File: src/core/tim_oc_pkg.sv
// Constants and types of the compare/PWM output stage
package tim_oc_pkg;
   localparam int CW = 16;
   localparam int AW = 8;
   // Register byte offsets
   localparam logic [AW-1:0] OFS_CTL1 = 8'h00;
   localparam logic [AW-1:0] OFS_CTL2 = 8'h04;
   localparam logic [AW-1:0] OFS_IEN  = 8'h0C;
   localparam logic [AW-1:0] OFS_STAT = 8'h10;
   localparam logic [AW-1:0] OFS_EGEN = 8'h14;
   localparam logic [AW-1:0] OFS_CMOD = 8'h18;
   localparam logic [AW-1:0] OFS_CENA = 8'h20;
   localparam logic [AW-1:0] OFS_CNT  = 8'h24;
   localparam logic [AW-1:0] OFS_ARR  = 8'h2C;
   localparam logic [AW-1:0] OFS_CCR  = 8'h34;
   // Field positions
   localparam int B_CEN  = 0;
   localparam int B_DIR  = 4;
   localparam int B_CMS  = 5;
   localparam int B_AUTO_RELOAD_PRELOAD_ENABLE = 7;
   localparam int B_DMA_REQUEST_SELECT = 3;
   localparam int B_UIE  = 0;
   localparam int B_CCIE = 1;
   localparam int B_CCDE = 9;
   localparam int B_UIF  = 0;
   localparam int B_CCIF = 1;
   localparam int B_UG   = 0;
   localparam int B_SEL  = 0;
   localparam int B_OCPE = 3;
   localparam int B_OCM  = 4;
   localparam int B_OCCE = 7;
   localparam int B_CCE  = 0;
   localparam int B_CCP  = 1;
   // Compare modes
   localparam logic [2:0] M_FROZEN = 3'h0;
   localparam logic [2:0] M_SET    = 3'h1;
   localparam logic [2:0] M_CLR    = 3'h2;
   localparam logic [2:0] M_TOG    = 3'h3;
   localparam logic [2:0] M_FLOW   = 3'h4;
   localparam logic [2:0] M_FHIGH  = 3'h5;
   localparam logic [2:0] M_PWM1   = 3'h6;
   localparam logic [2:0] M_PWM2   = 3'h7;
   // Center mode values
   localparam logic [1:0] CM_EDGE = 2'h0;
   localparam logic [1:0] CM_DOWN = 2'h1;
   localparam logic [1:0] CM_UP   = 2'h2;

   typedef struct packed {
      logic          psel;
      logic          penable;
      logic          pwrite;
      logic [AW-1:0] paddr;
      logic [31:0]   pwdata;
   } apb_req_t;

   typedef struct packed {
      logic        pready;
      logic        pslverr;
      logic [31:0] prdata;
   } apb_rsp_t;

   typedef struct packed {
      logic [CW-1:0] cnt;
      logic [CW-1:0] auto_reload_value;
      logic [CW-1:0] arr_sh;
      logic [CW-1:0] ccr;
      logic [CW-1:0] ccr_sh;
      logic          counter_enable_bit;
      logic          dir;
      logic [1:0]    center_mode_field;
      logic          auto_reload_preload_enable;
      logic          dma_request_select;
      logic          uie;
      logic          ccie;
      logic          ccde;
      logic          uif;
      logic          ccif;
      logic [1:0]    sel;
      logic          ocpe;
      logic [2:0]    ocm;
      logic [2:0]    ocm_prev;
      logic          occe;
      logic          cce;
      logic          ccp;
      logic          ref_sig;
      logic          raw_prev;
      logic          clr;
      logic          ext_s1;
      logic          ext_s2;
      logic          ext_s3;
      logic          pin;
      logic          pin_oe_n;
      logic          irq;
      logic          dma;
      apb_rsp_t      rsp;
   } st_t;

   localparam st_t ST_RST = '{pin_oe_n: 1'b1, default: '0};
endpackage

File: src/core/timer_output_compare_pwm.sv
// Compare/PWM output stage with counter and APB register file
//
// Implementation choices: the placing of the registers and the APB slave port.
`timescale 1ns/100ps
`default_nettype none
module timer_output_compare_pwm
(
   input  wire logic                 mclk_i,
   input  wire logic                 srst_i,
   input  wire tim_oc_pkg::apb_req_t apb_i,
   output var  tim_oc_pkg::apb_rsp_t apb_o,
   input  wire logic                 ext_trig_i,
   output logic                      pin_o,
   output logic                      pin_oe_n_o,
   output logic                      irq_o,
   output logic                      dma_req_o
);
   tim_oc_pkg::st_t s_ff;
   tim_oc_pkg::st_t nxt_s;

   always_comb
   begin
      logic                        wr;
      logic                        setup;
      logic                        update_event;
      logic                        match;
      logic                        flag_ok;
      logic                        pwm;
      logic                        raw;
      logic                        ext_ev;
      logic [tim_oc_pkg::CW-1:0]   arr_use;
      logic [tim_oc_pkg::CW-1:0]   ccr_use;
      logic [31:0]                 rd;
      logic                        hit;
      logic [31:0]                 d;
      nxt_s   = s_ff;
      d       = apb_i.pwdata;
      setup   = apb_i.psel & ~apb_i.penable;
      wr      = apb_i.psel & apb_i.penable & apb_i.pwrite & s_ff.rsp.pready;
      update_event     = 1'b0;
      match   = 1'b0;
      rd      = 32'h0000_0000;
      hit     = 1'b1;
      arr_use = s_ff.auto_reload_preload_enable ? s_ff.arr_sh : s_ff.auto_reload_value;
      ccr_use = s_ff.ocpe ? s_ff.ccr_sh : s_ff.ccr;
      pwm     = (s_ff.ocm == tim_oc_pkg::M_PWM1) | (s_ff.ocm == tim_oc_pkg::M_PWM2);

      // Trigger synchroniser and edge
      nxt_s.ext_s1 = ext_trig_i;
      nxt_s.ext_s2 = s_ff.ext_s1;
      nxt_s.ext_s3 = s_ff.ext_s2;
      ext_ev       = s_ff.ext_s2 & ~s_ff.ext_s3;

      if (s_ff.counter_enable_bit && s_ff.cnt == ccr_use)
      begin
         match = 1'b1;
      end

      // Counter stepping
      if (s_ff.counter_enable_bit)
      begin
         if (s_ff.center_mode_field == tim_oc_pkg::CM_EDGE)
         begin
            if (!s_ff.dir)
            begin
               if (s_ff.cnt == arr_use)
               begin
                  nxt_s.cnt = '0;
                  update_event       = 1'b1;
               end
               else
               begin
                  nxt_s.cnt = s_ff.cnt + 16'h0001;
               end
            end
            else
            begin
               if (s_ff.cnt == 16'h0000)
               begin
                  nxt_s.cnt = arr_use;
                  update_event       = 1'b1;
               end
               else
               begin
                  nxt_s.cnt = s_ff.cnt - 16'h0001;
               end
            end
         end
         else
         begin
            if (!s_ff.dir)
            begin
               nxt_s.cnt = s_ff.cnt + 16'h0001;
               if (s_ff.cnt + 16'h0001 == arr_use)
               begin
                  nxt_s.dir = 1'b1;
                  update_event       = 1'b1;
               end
            end
            else
            begin
               nxt_s.cnt = s_ff.cnt - 16'h0001;
               if (s_ff.cnt == 16'h0001)
               begin
                  nxt_s.dir = 1'b0;
                  update_event       = 1'b1;
               end
            end
         end
      end

      case (s_ff.center_mode_field)
         tim_oc_pkg::CM_EDGE: flag_ok = 1'b1;
         tim_oc_pkg::CM_DOWN: flag_ok = s_ff.dir;
         tim_oc_pkg::CM_UP:   flag_ok = ~s_ff.dir;
         default:             flag_ok = 1'b1;
      endcase
      match = match & flag_ok;

      // Register writes at access edge
      if (wr)
      begin
         if (apb_i.paddr == tim_oc_pkg::OFS_CTL1)
         begin
            nxt_s.counter_enable_bit  = d[tim_oc_pkg::B_CEN];
            nxt_s.center_mode_field  = d[tim_oc_pkg::B_CMS+:2];
            nxt_s.auto_reload_preload_enable = d[tim_oc_pkg::B_AUTO_RELOAD_PRELOAD_ENABLE];
            // Direction written only in edge mode or when stopped
            if (s_ff.center_mode_field == tim_oc_pkg::CM_EDGE || !s_ff.counter_enable_bit)
            begin
               nxt_s.dir = d[tim_oc_pkg::B_DIR];
            end
         end
         else if (apb_i.paddr == tim_oc_pkg::OFS_CTL2)
         begin
            nxt_s.dma_request_select = d[tim_oc_pkg::B_DMA_REQUEST_SELECT];
         end
         else if (apb_i.paddr == tim_oc_pkg::OFS_IEN)
         begin
            nxt_s.uie  = d[tim_oc_pkg::B_UIE];
            nxt_s.ccie = d[tim_oc_pkg::B_CCIE];
            nxt_s.ccde = d[tim_oc_pkg::B_CCDE];
         end
         else if (apb_i.paddr == tim_oc_pkg::OFS_STAT)
         begin
            nxt_s.uif  = s_ff.uif & d[tim_oc_pkg::B_UIF];
            nxt_s.ccif = s_ff.ccif & d[tim_oc_pkg::B_CCIF];
         end
         else if (apb_i.paddr == tim_oc_pkg::OFS_EGEN)
         begin
            if (d[tim_oc_pkg::B_UG])
            begin
               update_event       = 1'b1;
               nxt_s.cnt = (s_ff.center_mode_field == tim_oc_pkg::CM_EDGE && s_ff.dir) ? s_ff.auto_reload_value : '0;
            end
         end
         else if (apb_i.paddr == tim_oc_pkg::OFS_CMOD)
         begin
            nxt_s.sel  = d[tim_oc_pkg::B_SEL+:2];
            nxt_s.ocpe = d[tim_oc_pkg::B_OCPE];
            nxt_s.ocm  = d[tim_oc_pkg::B_OCM+:3];
            nxt_s.occe = d[tim_oc_pkg::B_OCCE];
         end
         else if (apb_i.paddr == tim_oc_pkg::OFS_CENA)
         begin
            nxt_s.cce = d[tim_oc_pkg::B_CCE];
            nxt_s.ccp = d[tim_oc_pkg::B_CCP];
         end
         else if (apb_i.paddr == tim_oc_pkg::OFS_CNT)
         begin
            nxt_s.cnt = d[tim_oc_pkg::CW-1:0];
            if (s_ff.center_mode_field != tim_oc_pkg::CM_EDGE)
            begin
               if (d[tim_oc_pkg::CW-1:0] == 16'h0000)
               begin
                  nxt_s.dir = 1'b0;
               end
               else if (d[tim_oc_pkg::CW-1:0] == arr_use)
               begin
                  nxt_s.dir = 1'b1;
               end
               update_event = 1'b0;
            end
         end
         else if (apb_i.paddr == tim_oc_pkg::OFS_ARR)
         begin
            nxt_s.auto_reload_value = d[tim_oc_pkg::CW-1:0];
         end
         else if (apb_i.paddr == tim_oc_pkg::OFS_CCR)
         begin
            nxt_s.ccr = d[tim_oc_pkg::CW-1:0];
         end
      end

      if (update_event)
      begin
         nxt_s.arr_sh = nxt_s.auto_reload_value;
         nxt_s.ccr_sh = nxt_s.ccr;
      end

      if (match)
      begin
         nxt_s.ccif = 1'b1;
      end
      if (update_event)
      begin
         nxt_s.uif = 1'b1;
      end

      nxt_s.irq = (nxt_s.ccif & s_ff.ccie) | (nxt_s.uif & s_ff.uie);
      nxt_s.dma = s_ff.ccde & (s_ff.dma_request_select ? update_event : match);

      raw = s_ff.cnt < ccr_use;
      if (s_ff.dir)
      begin
         raw = s_ff.cnt <= ccr_use;
      end
      if (s_ff.ocm == tim_oc_pkg::M_PWM2)
      begin
         raw = ~raw;
      end
      nxt_s.raw_prev = raw;
      nxt_s.ocm_prev = s_ff.ocm;

      if (update_event)
      begin
         nxt_s.clr = 1'b0;
      end
      if (ext_ev && s_ff.occe && pwm)
      begin
         nxt_s.clr = 1'b1;
      end

      // Reference generation
      case (s_ff.ocm)
         tim_oc_pkg::M_SET:
         begin
            if (match)
            begin
               nxt_s.ref_sig = 1'b1;
            end
         end
         tim_oc_pkg::M_CLR:
         begin
            if (match)
            begin
               nxt_s.ref_sig = 1'b0;
            end
         end
         tim_oc_pkg::M_TOG:
         begin
            if (match)
            begin
               nxt_s.ref_sig = ~s_ff.ref_sig;
            end
         end
         tim_oc_pkg::M_FLOW:  nxt_s.ref_sig = 1'b0;
         tim_oc_pkg::M_FHIGH: nxt_s.ref_sig = 1'b1;
         tim_oc_pkg::M_PWM1,
         tim_oc_pkg::M_PWM2:
         begin
            // Assign on change, from frozen or at update event
            if (nxt_s.clr)
            begin
               nxt_s.ref_sig = 1'b0;
            end
            else if (raw != s_ff.raw_prev || s_ff.ocm_prev == tim_oc_pkg::M_FROZEN || update_event)
            begin
               nxt_s.ref_sig = raw;
            end
         end
         default: nxt_s.ref_sig = s_ff.ref_sig;
      endcase

      nxt_s.pin_oe_n = ~(s_ff.cce & (s_ff.sel == 2'h0));
      nxt_s.pin      = s_ff.cce & (s_ff.sel == 2'h0) & (nxt_s.ref_sig ^ s_ff.ccp);

      // Read mux
      if (apb_i.paddr == tim_oc_pkg::OFS_CTL1)
      begin
         rd[tim_oc_pkg::B_CEN]     = s_ff.counter_enable_bit;
         rd[tim_oc_pkg::B_DIR]     = s_ff.dir;
         rd[tim_oc_pkg::B_CMS+:2]  = s_ff.center_mode_field;
         rd[tim_oc_pkg::B_AUTO_RELOAD_PRELOAD_ENABLE]    = s_ff.auto_reload_preload_enable;
      end
      else if (apb_i.paddr == tim_oc_pkg::OFS_CTL2)
      begin
         rd[tim_oc_pkg::B_DMA_REQUEST_SELECT]    = s_ff.dma_request_select;
      end
      else if (apb_i.paddr == tim_oc_pkg::OFS_IEN)
      begin
         rd[tim_oc_pkg::B_UIE]     = s_ff.uie;
         rd[tim_oc_pkg::B_CCIE]    = s_ff.ccie;
         rd[tim_oc_pkg::B_CCDE]    = s_ff.ccde;
      end
      else if (apb_i.paddr == tim_oc_pkg::OFS_STAT)
      begin
         rd[tim_oc_pkg::B_UIF]     = s_ff.uif;
         rd[tim_oc_pkg::B_CCIF]    = s_ff.ccif;
      end
      else if (apb_i.paddr == tim_oc_pkg::OFS_EGEN)
      begin
         rd = 32'h0000_0000;
      end
      else if (apb_i.paddr == tim_oc_pkg::OFS_CMOD)
      begin
         rd[tim_oc_pkg::B_SEL+:2]  = s_ff.sel;
         rd[tim_oc_pkg::B_OCPE]    = s_ff.ocpe;
         rd[tim_oc_pkg::B_OCM+:3]  = s_ff.ocm;
         rd[tim_oc_pkg::B_OCCE]    = s_ff.occe;
      end
      else if (apb_i.paddr == tim_oc_pkg::OFS_CENA)
      begin
         rd[tim_oc_pkg::B_CCE]     = s_ff.cce;
         rd[tim_oc_pkg::B_CCP]     = s_ff.ccp;
      end
      else if (apb_i.paddr == tim_oc_pkg::OFS_CNT)
      begin
         rd[tim_oc_pkg::CW-1:0]    = s_ff.cnt;
      end
      else if (apb_i.paddr == tim_oc_pkg::OFS_ARR)
      begin
         rd[tim_oc_pkg::CW-1:0]    = s_ff.auto_reload_value;
      end
      else if (apb_i.paddr == tim_oc_pkg::OFS_CCR)
      begin
         rd[tim_oc_pkg::CW-1:0]    = s_ff.ccr;
      end
      else
      begin
         hit = 1'b0;
      end

      // APB answer: ready in first access cycle
      nxt_s.rsp.pready  = setup;
      nxt_s.rsp.pslverr = setup & ~hit;
      if (setup)
      begin
         nxt_s.rsp.prdata  = apb_i.pwrite ? 32'h0000_0000 : rd;
      end
   end

   always_ff @(posedge mclk_i)
   begin
      if (srst_i)
      begin
         s_ff <= tim_oc_pkg::ST_RST;
      end
      else
      begin
         s_ff <= nxt_s;
      end
   end

   assign apb_o      = s_ff.rsp;
   assign pin_o      = s_ff.pin;
   assign pin_oe_n_o = s_ff.pin_oe_n;
   assign irq_o      = s_ff.irq;
   assign dma_req_o  = s_ff.dma;
endmodule
`default_nettype wire

File: config.mk
export PLATFORM = sky130hd
export DESIGN_NAME = timer_output_compare_pwm
export DESIGN_NICKNAME = d
export VERILOG_FILES = /design/src/core/tim_oc_pkg.sv /design/src/core/timer_output_compare_pwm.sv
export SDC_FILE = /design/constraint.sdc
export NUM_CORES = 1
export LEC_CHECK = 0
export BUFFER_PORTS_ARGS = -buffer_cell sky130_fd_sc_hd__buf_2
export CORE_ASPECT_RATIO = 1.1
export CORE_MARGIN = 2
export CORE_UTILIZATION = 60
export DETAILED_ROUTE_END_ITERATION = 7
export PLACE_DENSITY_LB_ADDON = 0.08
export RECOVER_POWER = 25
export SYNTH_ARGS = -nofsm -noshare
export SYNTH_HDL_FRONTEND = slang
export SYNTH_SLANG_ARGS = --single-unit
export TNS_END_PERCENT = 10
File: constraint.sdc
create_clock -name mclk_i -period 5.25 [get_ports mclk_i]
set_input_delay 0.525 -clock mclk_i [delete_from_list [all_inputs] [get_ports mclk_i]]
set_output_delay 0.525 -clock mclk_i [all_outputs]
set_load 0.005 [all_outputs]
==> flow_metrics.env <==
export IMPL_outcome="finished, violations left"
export IMPL_violations="max-capacitance violations, max-slew violations"
export IMPL_wl_per_cell_um=21.3
export IMPL_worstPathMaxFanout=26
export IMPL_syn_avg_cell_area_um2=8.07
export IMPL_start_kind="flip-flop"
export IMPL_num_io_pins=84
export IMPL_powerDensity_nw_per_um2=265
export IMPL_synthDistinctLibCells=70
export IMPL_fill_cells=1254
export IMPL_ys_ff_latch=131
export IMPL_mostFrequentLayoutCells="153 x nor2_1, 131 x dfxtp_1, 82 x nand2_1, 79 x mux2i_1, 47 x a211oi_1"
export IMPL_area_growth_pct=8.83
export IMPL_drt_iter0_markers=848
export IMPL_drt_pass1_iterations=8
export IMPL_tritoncts="yes"
export IMPL_dp_cells=1212
export IMPL_via_per_inst=6.50
export IMPL_critical_path_class="flip-flop to flip-flop"
export IMPL_dp_hpwl_um=18800
export IMPL_antenna_found_initial=0
export IMPL_grt_remaining_overflow=0
export IMPL_htreeDepth=4
export IMPL_cp_common_cell="buf_4"
export IMPL_rows=45
export IMPL_final_seq_area_um2=2620
export IMPL_slew_viol_final=131
export IMPL_synth_edf_count=0
export IMPL_fin_cells=1244
export IMPL_cts_resized_gates=0
export IMPL_wl_um=26500
export IMPL_critPathBufInv=2
export IMPL_drive_above_1_share_pct=9.28
export IMPL_io_buffers=51
export IMPL_gr_usage_all_layers_pct=34.9
export IMPL_irDropWorstVdd_mv=0.222
export IMPL_arrival_ns=4.52
export IMPL_multi_input_area_um2=5260
export IMPL_start_util_pct=61.4
export IMPL_routabilityCongestion=0.981
export IMPL_clk_insertion_delay_late_ns=0.43
export IMPL_cts_clk_slew_worst_paths_ns=0.06
export IMPL_die_x_um=117
export IMPL_fmax_mhz=237
export IMPL_hold_buffers=0
export IMPL_synth_ff_type="dfxtp_1"
export IMPL_synth_area_um2=8500
export IMPL_setup_violations=0
export IMPL_grt_pass1_vias=7320
export IMPL_critPathMaxStageDelay_ns=0.57
export IMPL_core_um2=13900
export IMPL_grt_max_degree=88
export IMPL_diodes=0
export IMPL_ys_warn_count=0
export IMPL_nets=1114
export IMPL_finalHoldViolCount=0
export IMPL_p_leak_nw=3.48
export IMPL_ys_async_sr_fraction_pct=0
export IMPL_max_cap_violations=2
export IMPL_path_cells="ha_1 -> and4_1 -> nand2_1 -> a31o_2 -> a2111o_1 -> a2111oi_1 -> buf_4 -> and2_1 -> o21ba_2 -> buf_4 -> nor2_1 -> a211oi_1"
export IMPL_fin_crit_ns=4.22
export IMPL_mostFrequentLayoutCell="nor2_1"
export IMPL_cts_sinks=131
export IMPL_setup_tns_ns=0
export IMPL_post_cts_buffers=0
export IMPL_fin_worst_skew_ns=0.00880
export IMPL_cts_buffers=17
export IMPL_die_area_um2=15100
export IMPL_hold_class="input port to flip-flop"
export IMPL_path_delay_family="compound AO/OA/AOI/OAI gates"
export IMPL_grt_setup_unrepaired="false"
export IMPL_end_kind="flip-flop"
export IMPL_dr_total_vias=8091
export IMPL_seq_area_frac_synth_pct=30.8
export IMPL_drc=0
export IMPL_grt_pass1_wl_um=40900
export IMPL_relSlewSlack_pct=-19.4
export IMPL_chipHeight_um=129
export IMPL_synthCells=1053
export IMPL_ant_nets=0
export IMPL_worst_path_max_delay_cell="dfxtp_1"
export IMPL_cts_buffer_depth=2
export IMPL_required_ns=5.56
export IMPL_worst_slew_pin_slew_ns=1.79
export IMPL_clock_tree_root_cell="clkbuf_16"
export IMPL_fin_crit_sh_pct=80.3
==> state kept, by name (all words and copies together), names as in the netlist <==
| signal | flops |
|---|---|
| irq_o | 1 |
| s_ff | 104 |
| pin_o | 1 |
| nxt_s | 5 |
| apb_o | 18 |
| pin_oe_n_o | 1 |
| dma_req_o | 1 |
==> Yosys cell counts (all sizes together) (7+ instances only) <==
cell    number  area, µm²
nor2       153        574
dfxtp      131       2620
nand2       82        308
mux2i       81        818
clkbuf      66        248
buf         51        364
a211oi      47        353
a21oi       42        210
a22oi       40        300
o21ai       34        170
xnor2       33        289
ha          25        313
nand3       21        105
nand4       21        131
xor2        21        191
nor3        19        100
inv         18       67.6
nor4        17        106
a21o        14        105
and3        11       68.8
a22o         8       70.1
a222oi       7       70.1
and2         7       43.8
o32ai        7       61.3
==> path summary, 6_finish.rpt <==
path	startpoint	endpoint	slack, ns	depth (start not counted)
worst max-delay path	s_ff[131]	s_ff[79]	1.03	12
worst min-delay path	ext_trig_i	nxt_s[39]	0.31	2
worst max register to register	s_ff[131]	s_ff[79]	1.03	12
worst min register to register	nxt_s[39]	nxt_s[38]	0.44	1
==> stage by stage <==
stage                     hold slack [ns]  power, mW  setup WS (ns)  utilization, %  cell area [µm²]
after floorplan                     0.414       1.07           1.58               -             8560
after global placement              0.420       1.10           1.23            62.2             8610
after detailed placement            0.434       1.10           1.18            62.2             8610
after CTS                           0.311       2.46           1.14            67.0             9280
after global routing                0.333       2.51          0.811            66.8             9250
final                               0.310       2.45           1.03            66.8             9250
==> final cells by class <==
type / count / area share (%)
Tap cell: 188 / 2.54
Clock inverter: 11 / 2.41
Inverter: 18 / 0.730
Timing Repair Buffer: 73 / 4.23
Clock buffer: 21 / 4.87
Multi-Input combinational cell: 802 / 56.9
Sequential cell: 131 / 28.3
==> logic make-up (layout without fill, tap and decap cells) <==
| family | after synthesis | after routing | synth area share (%) |
|---|---|---|---|
| and+or+nand+nor | 371 | 371 | 20.7 |
| AOI/OAI and AO/OA | 252 | 252 | 21.0 |
| buffers and inverters | 135 | 123 | 7.99 |
| DFF | 131 | 131 | 30.8 |
| muxes | 84 | 84 | 10.0 |
| xor gates and xnor gates | 54 | 54 | 5.65 |
| adders and majority gates | 25 | 25 | 3.68 |
| other | 1 | 16 | 0.0441 |
==> per-layer routing <==
layer / up-vias / global-route usage, % / wire length, µm
met5: - / 0 / 0
met1: 3808 / 45.7 / 11000
li1: 3764 / - / -
met3: 99 / 5.81 / 2140
met2: 420 / 55.9 / 12100
met4: 0 / 18.4 / 1310
==> power by group <==
group / internal, mW / switching, mW / total [mW]
Clock: 0.908 / 0.466 / 1.37
Combinational: 0.0190 / 0.0632 / 0.0822
Sequential: 0.996 / 0.000599 / 0.996
Total: 1.92 / 0.530 / 2.45
No activity file was read; power rests on OpenSTA's default activity.
